**config.mk**
```make
export PLATFORM = sky130hd
export DESIGN_NAME = asrc_ctrl
export DESIGN_NICKNAME = d
export VERILOG_FILES = /design/src/asrc_pkg.sv /design/src/asrc_ctrl.sv
export SDC_FILE = /design/constraint.sdc
export NUM_CORES = 1
export LEC_CHECK = 0
export ABC_AREA = 1
export BUFFER_PORTS_ARGS = -buffer_cell sky130_fd_sc_hd__buf_4
export CAP_MARGIN = 20
export CORE_UTILIZATION = 58
export DETAILED_ROUTE_END_ITERATION = 16
export MAX_ROUTING_LAYER = met4
export PLACE_DENSITY_LB_ADDON = 0.2
export SKIP_CTS_REPAIR_TIMING = 1
export SLEW_MARGIN = 20
export SYNTH_ARGS = -nofsm -noshare
export SYNTH_HDL_FRONTEND = slang
export SYNTH_SLANG_ARGS = --single-unit
```
**constraint.sdc**
```tcl
create_clock -name CLK -period 3.95 [get_ports CLK]
set_clock_uncertainty 0.05 [all_clocks]
set_input_delay 0.395 -clock CLK [delete_from_list [all_inputs] [get_ports CLK]]
set_output_delay 0.395 -clock CLK [all_outputs]
set_load 0.05 [all_outputs]
```
**src/asrc_pkg.sv**
```systemverilog
package asrc_pkg;

  // ****************************************************************
  // Geometry
  // ****************************************************************
  localparam int unsigned ADDR_W = 11;
  localparam int unsigned DATA_W = 8;

  // ****************************************************************
  // Timing, in ns (fast grade defaults)
  // ****************************************************************
  localparam int unsigned CLK_PERIOD_NS            = 10;
  localparam int unsigned ADDR_SETUP_NS            = 20;
  localparam int unsigned WRITE_RECOVERY_NS        = 15;
  localparam int unsigned ADDR_VALID_TO_WRITE_END  = 130;
  localparam int unsigned WRITE_PULSE_NS           = 100;
  localparam int unsigned DATA_BEFORE_WRITE_END    = 50;
  localparam int unsigned DATA_AFTER_WRITE_END     = 20;
  localparam int unsigned WRITE_TO_FLOAT_TIME      = 60;
  localparam int unsigned ADDRESS_ACCESS_TIME      = 150;
  localparam int unsigned READ_CYCLE_TIME          = 150;
  localparam int unsigned DESELECT_FLOAT_NS        = 70;
  localparam int unsigned DESELECT_TO_RETENTION_TIME = 0;

  // Least times round up to whole clock cycles
  function automatic int unsigned asrc_cyc(input int unsigned ns);
    int unsigned c;
    c = (ns + CLK_PERIOD_NS - 1) / CLK_PERIOD_NS;
    return (c < 1) ? 1 : c;
  endfunction

  localparam int unsigned CNT_W = 8;

  // ****************************************************************
  // Carriers
  // ****************************************************************
  typedef struct packed {
    logic              write;
    logic [ADDR_W-1:0] addr;
    logic [DATA_W-1:0] wdata;
  } asrc_req_s;

  typedef struct packed {
    logic              primary_select_n;
    logic              secondary_select_n;
    logic              write_n;
    logic [ADDR_W-1:0] addr;
  } asrc_pins_s;

  typedef enum logic [2:0] {
    ST_IDLE    = 3'b000,
    ST_WSETUP  = 3'b001,
    ST_WPULSE  = 3'b010,
    ST_WHOLD   = 3'b011,
    ST_RACCESS = 3'b100,
    ST_RETAIN  = 3'b101,
    ST_RECOVER = 3'b110
  } asrc_state_e;

endpackage

```
**src/asrc_ctrl.sv**
```systemverilog
`timescale 1ns/1ps
module asrc_ctrl #(
  parameter int unsigned ADDR_W = asrc_pkg::ADDR_W,
  parameter int unsigned DATA_W = asrc_pkg::DATA_W
) (
  input  wire logic                 CLK,        // 100 MHz clock
  input  wire logic                 RST,        // Sync reset, active high
  input  wire logic                 REQ_VALID,  // Request offered
  output logic                      REQ_READY,  // Request taken
  input  wire asrc_pkg::asrc_req_s  REQ,        // Op, address, write data
  output logic                      RSP_VALID,  // One-cycle completion
  output logic [DATA_W-1:0]         RSP_RDATA,  // Read data
  input  wire logic                 RETAIN_REQ, // Hold deselected, level
  output logic                      RETAIN_ACK, // Safe to drop supply
  output asrc_pkg::asrc_pins_s      MEM_PINS,   // Selects, strobe, addr
  input  wire logic [DATA_W-1:0]    MEM_DQ_I,   // Data pins in
  output logic [DATA_W-1:0]         MEM_DQ_O,   // Data pins out
  output logic                      MEM_DQ_OE   // Data pins enable
);
  import asrc_pkg::*;

  // ****************************************************************
  // Cycle counts
  // ****************************************************************
  // Setup covers both the address set-up and address-valid-minus-pulse
  localparam int unsigned SETUP_A = asrc_cyc(ADDR_SETUP_NS);
  localparam int unsigned SETUP_B =
    asrc_cyc(ADDR_VALID_TO_WRITE_END) - asrc_cyc(WRITE_PULSE_NS);
  localparam logic [CNT_W-1:0] WSETUP_CYC = CNT_W'(
    (SETUP_A > SETUP_B) ? SETUP_A : SETUP_B);
  localparam logic [CNT_W-1:0] WPULSE_CYC = CNT_W'(
    (asrc_cyc(WRITE_PULSE_NS) > asrc_cyc(DATA_BEFORE_WRITE_END))
      ? asrc_cyc(WRITE_PULSE_NS)
      : asrc_cyc(DATA_BEFORE_WRITE_END));
  localparam logic [CNT_W-1:0] WHOLD_CYC = CNT_W'(
    (asrc_cyc(WRITE_RECOVERY_NS) > asrc_cyc(DATA_AFTER_WRITE_END))
      ? asrc_cyc(WRITE_RECOVERY_NS)
      : asrc_cyc(DATA_AFTER_WRITE_END));
  // Pin register, one clean sample past access, then two sync stages;
  // sampling on the edge the data settles would race the memory
  localparam int unsigned RD_EXTRA_CYC = 4;
  localparam logic [CNT_W-1:0] RACC_CYC = CNT_W'(
    asrc_cyc(ADDRESS_ACCESS_TIME) + RD_EXTRA_CYC);
  localparam logic [CNT_W-1:0] FLOAT_CYC =
    CNT_W'(asrc_cyc(DESELECT_FLOAT_NS));
  localparam logic [CNT_W-1:0] RECOVER_CYC =
    CNT_W'(asrc_cyc(READ_CYCLE_TIME));
  localparam logic [CNT_W-1:0] CNT_ONE = CNT_W'(1);

  asrc_state_e        state_q;
  logic [CNT_W-1:0]   cnt_q;
  logic [CNT_W-1:0]   float_q;
  logic               is_write_q;
  logic [ADDR_W-1:0]  addr_q;
  logic [DATA_W-1:0]  wdata_q;
  logic [DATA_W-1:0]  dq_meta_q;
  logic [DATA_W-1:0]  dq_sync_q;
  logic               last_cyc;

  assign last_cyc  = (cnt_q == CNT_ONE);
  // Wait for the memory to float after any read before writing
  assign REQ_READY = (state_q == ST_IDLE) && !RETAIN_REQ &&
                     (!REQ.write || float_q == '0);

  // ****************************************************************
  // Sequencer
  // ****************************************************************
  always_ff @(posedge CLK)
  begin
    if (RST)
    begin
      state_q <= ST_IDLE;
      cnt_q   <= '0;
    end
    else
    begin
      if (cnt_q != '0)
        cnt_q <= cnt_q - CNT_ONE;
      unique case (state_q)
        ST_IDLE:
        begin
          if (RETAIN_REQ)
            state_q <= ST_RETAIN;
          else if (REQ_VALID && REQ_READY)
          begin
            state_q <= REQ.write ? ST_WSETUP : ST_RACCESS;
            cnt_q   <= REQ.write ? WSETUP_CYC : RACC_CYC;
          end
        end
        ST_WSETUP:
          if (last_cyc)
          begin
            state_q <= ST_WPULSE;
            cnt_q   <= WPULSE_CYC;
          end
        ST_WPULSE:
          if (last_cyc)
          begin
            state_q <= ST_WHOLD;
            cnt_q   <= WHOLD_CYC;
          end
        ST_WHOLD:
          if (last_cyc)
            state_q <= ST_IDLE;
        ST_RACCESS:
          if (last_cyc)
            state_q <= ST_IDLE;
        ST_RETAIN:
          if (!RETAIN_REQ)
          begin
            state_q <= ST_RECOVER;
            cnt_q   <= RECOVER_CYC;
          end
        ST_RECOVER:
          if (last_cyc)
            state_q <= ST_IDLE;
        default:
          state_q <= ST_IDLE;
      endcase
    end
  end

  // ****************************************************************
  // Captured request
  // ****************************************************************
  always_ff @(posedge CLK)
  begin
    if (RST)
    begin
      is_write_q <= 1'b0;
      addr_q     <= '0;
      wdata_q    <= '0;
    end
    else if (REQ_VALID && REQ_READY)
    begin
      is_write_q <= REQ.write;
      addr_q     <= REQ.addr;
      wdata_q    <= REQ.wdata;
    end
  end

  // ****************************************************************
  // Float guard after reads
  // ****************************************************************
  always_ff @(posedge CLK)
  begin
    if (RST)
      float_q <= '0;
    else if (state_q == ST_RACCESS)
      float_q <= FLOAT_CYC;
    else if (float_q != '0)
      float_q <= float_q - CNT_ONE;
  end

  // ****************************************************************
  // Pins
  // ****************************************************************
  always_ff @(posedge CLK)
  begin
    if (RST)
    begin
      MEM_PINS.primary_select_n   <= 1'b1;
      MEM_PINS.secondary_select_n <= 1'b1;
      MEM_PINS.write_n            <= 1'b1;
      MEM_PINS.addr               <= '0;
      MEM_DQ_O                    <= '0;
      MEM_DQ_OE                   <= 1'b0;
    end
    else
    begin
      // Selects follow the strobe so the memory never drives on writes
      MEM_PINS.primary_select_n   <=
        !(state_q == ST_RACCESS || state_q == ST_WPULSE);
      MEM_PINS.secondary_select_n <=
        !(state_q == ST_RACCESS || state_q == ST_WPULSE);
      MEM_PINS.write_n            <= !(state_q == ST_WPULSE);
      if (state_q == ST_WSETUP || state_q == ST_RACCESS)
        MEM_PINS.addr             <= addr_q;
      MEM_DQ_O                    <= wdata_q;
      MEM_DQ_OE                   <= (state_q == ST_WSETUP) ||
                                     (state_q == ST_WPULSE) ||
                                     (state_q == ST_WHOLD);
    end
  end

  // ****************************************************************
  // Read return
  // ****************************************************************
  always_ff @(posedge CLK)
  begin
    if (RST)
    begin
      dq_meta_q <= '0;
      dq_sync_q <= '0;
    end
    else
    begin
      dq_meta_q <= MEM_DQ_I;
      dq_sync_q <= dq_meta_q;
    end
  end

  always_ff @(posedge CLK)
  begin
    if (RST)
    begin
      RSP_VALID  <= 1'b0;
      RSP_RDATA  <= '0;
      RETAIN_ACK <= 1'b0;
    end
    else
    begin
      RSP_VALID  <= last_cyc &&
                    (state_q == ST_RACCESS || state_q == ST_WHOLD);
      if (last_cyc && state_q == ST_RACCESS)
        RSP_RDATA <= dq_sync_q;
      RETAIN_ACK <= (state_q == ST_RETAIN) && RETAIN_REQ;
    end
  end

endmodule

```
## Yosys cells after proc, flatten, opt, wreduce, memory -nomap -nowiden

Cells that the tools add are included.

| word-level totals | value |
|---|---|
| flip-flop bits (word level) | 86 |
| output and inout port bits | 34 |
| logic and storage cells | 72 |

| operators by class | value |
|---|---|
| $add $sub $neg | 2 |
| eq/ne operators | 12 |
| muxes and demuxes | 18 |
| reduce and logical (&&, ||, !) cells | 24 |

Operator list:

| kind | count |
|---|---|
| 8-bit 2-to-1 mux | 6 |
| 8-bit one-hot mux with 4 select lines | 1 |
| 3-bit 2-to-1 mux | 9 |
| 8-bit nonzero test | 2 |
| 8-bit by 1-bit subtractor with 8-bit output, second input constant | 2 |
| 3-bit one-hot mux with 5 select lines | 1 |
| 3-bit equality test, second input constant | 3 |
| 8-bit by 1-bit equality test with 1-bit output, second input constant | 1 |
| 8-bit logical NOT | 1 |
| 3-bit by 2-bit equality test with 1-bit output, second input constant | 2 |
| 1-bit logical AND | 6 |
| 1-bit logical OR | 6 |
| 2-bit inequality test, second input constant | 3 |
| 5-bit 2-to-1 mux | 1 |
| 5-bit AND reduction | 1 |
| 1-bit logical NOT | 4 |
| 3-bit by 1-bit equality test with 1-bit output, second input constant | 1 |
| 3-bit logical NOT | 1 |
| 3-bit by 2-bit inequality test with 1-bit output, second input constant | 1 |
| 3-bit OR reduction | 1 |
| 2-bit by 1-bit inequality test with 1-bit output, second input constant | 1 |
| 2-bit nonzero test | 1 |
| 2-bit OR reduction | 1 |

## Logic depth before layout (Yosys ltp)

| logic depth | value |
|---|---|
| word-level depth | 7 |
| gate-level depth with buffers | 9 |
| depth with buffers taken out | 9 |

## Least setup slack after synthesis

No wires, ideal clock.

| timing | value |
|---|---|
| path type | register -> output |
| from | register float_q[0] |
| to | output REQ_READY |
| data arrival time | 1,111 ps |
| required time | 3,505 ps |
| slack | 2,394 ps |
| stages on the path, launching flop included | 7 |
| cell sequence | dfxtp_1 -> inv_1 -> ha_1 -> nand2_1 -> nor2_1 -> o21a_4 -> buf_12 |

| on the way | value |
|---|---|
| longest elaborated chain between the ends | 3 |

RTL lines:

| what | line | source |
|---|---|---|
| start, declared | asrc_ctrl.sv:52 | `logic [CNT_W-1:0] float_q;` |
| start signal, assigned | asrc_ctrl.sv:152 | `float_q <= float_q - CNT_ONE;` |
| 8-bit logical NOT | asrc_ctrl.sv:63 | `(!REQ.write \|\| float_q == '0);` |
| 1-bit logical OR | asrc_ctrl.sv:63 |  |
| 1-bit logical AND | asrc_ctrl.sv:62 | `assign REQ_READY = (state_q == ST_IDLE) && !RETAIN_REQ &&` |
| end, declared | asrc_ctrl.sv:9 | `output logic REQ_READY,` |

Every way passes these cells.

## Worst setup path after layout

Ends and elaborated chain as after synthesis.

==> out/qor.txt <==
Outcome - complete, no violations
Core area - 5570 µm²
Synth top area cells - dfxtp_1 (51%), nor2_1 (11%), inv_1 (5.2%), nand2_1 (5.1%), o21ai_0 (3.7%)
YS warnings - 0
CTS Buf Count - 9
Post-place setup slack - 2.05 ns
CTS Sinks - 86
Largest family of logic cells by synthesized area - simple AND/OR/NAND/NOR gates
Via count - 2760
H-tree depth - 3
Row count - 27
Critical Path, Cell by Cell - inv_1 > ha_1 > nand2_1 > nor2_1 > o21a_4 > buf_4
Initial cell density of the core - 60.9%
# setup viols final - 0
Worst Setup End Kind - output port
CTS clock-pin slew for the worst setup and hold paths - 0.09 ns
Area share of fa/ha/maj cells after synthesis - 1.84%
CTS Root Cell - clkbuf_8
Worst-path fanout max - 13
Worst r2r src - float_q[0]$_SDFFE_PP0P_
Period utilization - 55.8%
Post-synthesis cell type count - 33
Most common cell in the netlist - nor2_1
Synthesized Nets - 457
Mux cell area share after synthesis - 0%
Peak supply drop - 0.497 mV
DRC - 0
Slew HR - 39.7%
IO Port Bufs - 65
Post-synthesis sequential area ratio - 50.8%
Worst-margin pin slew - 0.903 ns
Reg-to-Reg End - state_q[2]$_SDFFE_PP0P_
Max Fclk - 454 MHz
Fin worst setup slack - 1.75 ns
Routed Antenna Nets - 0
Setup TNS - 0 ns
GRT Overall Usage - 24.3%
Async SR Flop Fraction - 0%
Largest stage delay, worst path - 0.32 ns
Data arrival, critical path - 1.76 ns
CP Buf/Inv Count - 2
Layout area overhead - 20.8%
Vias in the first global route - 2510
Cell taking the most area after synthesis - dfxtp_1
Req. time, crit path - 3.50 ns
Ratio of cells with drive above 1 in the final layout - 23.1%
Most frequently used flop master after synthesis - dfxtp_1
Initial antenna violation count - 0
Cell Area, Synth - 3390 µm²
Syn Area/Cell - 8.08 µm²
Leading cell types by count after synthesis - nor2_1 (97), dfxtp_1 (86), inv_1 (47), nand2_1 (46), o21ai_0 (25)
PD cells - 772 nW/µm²
Post-Synthesis Cells - 420
Initial drt markers - 167
Drt first pass iters - 4
Core Util, Final - 73.5%
Leakage - 0.00188 µW
First-pass GRT wire length - 11300 µm
R2R Setup Slk - 2.05 ns
WL per Instance - 12.0 µm
GRT overflow - 0
Worst setup path class - register to output port
Die Wd - 78.5 µm
Max Buffers Root-to-Sink - 2
Stages on worst setup path - 6
Largest net degree at the start of global routing - 47
Crit path launch - float_q[0]$_SDFFE_PP0P_
Final Hold Fails - 0
Min Tclk post-route - 2.20 ns
Hpwl dp - 4620 µm
Tightest Hold Check Type - input pin to register
Critical path's top delay family - buffers and inverters
Xor-xnor portion of the synthesized cell area - 2.58%
Worst-Skew Late Latency - 0.35 ns
Path depth of the worst reg2reg path - 9
IO Count - 66
Die height - 78.5 µm
Synth top area share - 50.8%
Final nets - 517
Routed Wire Length - 6680 µm
Yosys reg bits - 86
Via-to-Cell Ratio - 4.96
Max-cap violation count - 0
Fin. max-slew vios - 0
Die ar. - 6160 µm²
Worst Setup EP - REQ_READY
Synth Area in Compound Gates - 11.7%
GP Congestion - 0.842
Startpoint Class - register
Simple-Gate Fraction of Synth Area - 24.6%
EDFF count, synth - 0
CP max-delay cell - dfxtp_1
CTS tree - built
RSZ-0062 raised after global routing - false
Diode count - 0
Filler cells - 436
area by class of cell:
cell class	instances	area [µm²]	share of cell area (%)
Inverter	50	188	4.58
Clock inverter	7	105	2.56
Timing Repair Buffer	65	488	11.9
Sequential cell	86	1720	42.0
Multi-Input combinational cell	268	1380	33.7
Clock buffer	9	124	3.02
Tap cell	72	90.1	2.20
power by group:
group | switching [µW] | internal (µW)
combinational | 872 | 438
sequential | 120 | 1040
clock | 323 | 365
total | 1320 | 1850
worst register-to-register path: stages (launching register included):
cell and delay (ns):
dfxtp_1 0.32, inv_1 0.13, ha_1 0.16, nand2_1 0.06
o21ai_1 0.22, nand3_4 0.34, nand2_1 0.29, nand3b_1 0.11
nand2_1 0.07, nor2_1 0.05
worst min-delay path by stage:
stage | end | from | cells past startpoint | slack, ns
final | dq_meta_q[5]$_SDFF_PP0_ | MEM_DQ_I[5] | 3 | 0.19
after global routing | dq_meta_q[5]$_SDFF_PP0_ | MEM_DQ_I[5] | 3 | 0.18
after CTS | dq_meta_q[5]$_SDFF_PP0_ | MEM_DQ_I[5] | 3 | 0.17
after detailed placement | dq_sync_q[3]$_SDFF_PP0_ | dq_meta_q[3]$_SDFF_PP0_ | 2 | 0.34
after global placement | dq_sync_q[2]$_SDFF_PP0_ | dq_meta_q[2]$_SDFF_PP0_ | 2 | 0.34
after floorplan | dq_sync_q[0]$_SDFF_PP0_ | dq_meta_q[0]$_SDFF_PP0_ | 2 | 0.34
flip-flops by register name, summed over array words and instances (netlist names):
register    flops
state_q         3
RSP_RDATA       8
MEM_DQ_OE       1
RETAIN_ACK      1
addr_q         11
float_q         8
dq_sync_q       8
MEM_PINS       13
wdata_q         8
RSP_VALID       1
cnt_q           8
MEM_DQ_O        8
dq_meta_q       8
placed cells by master (no fill, tap or decap), types with 9 or more instances in the layout:
cell type | Yosys | routed
clkbuf_8 | 0 | 9
a21oi_2 | 9 | 9
a21oi_1 | 20 | 20
inv_1 | 47 | 47
buf_4 | 1 | 65
o21ai_0 | 25 | 25
dfxtp_1 | 86 | 86
nand2_1 | 46 | 46
nand3_1 | 14 | 14
nor2_1 | 97 | 97
o21ai_1 | 9 | 9
per-stage QoR:
step                      area (µm²)  hold WS [ns]  instances  total power (µW)
after floorplan                 3390         0.338        420              2200
after global placement          3870         0.341        541              2460
after detailed placement        3870         0.342        541              2480
after CTS                       4100         0.171        557              3180
after global routing            4100         0.179        557              3380
final                           4100         0.186        557              3160
kinds of logic after synthesis:
logic type | Yosys count
buffers and inverters | 66
and+or+nand+nor | 184
DFF | 86
adders and majority gates | 5
AOI/OAI and AO/OA | 69
xor gates and xnor gates | 10
layer usage:
layer / vias up / share of wire [%] / track usage, %
li1: 1436 / - / -
met1: 1227 / 47 / 30.5
met2: 84 / 45 / 37.3
met3: 13 / 5.9 / 5.81
met4: 0 / 1.9 / 11.1
met5: - / 0 / -
No activity file was read; power rests on OpenSTA's default activity.
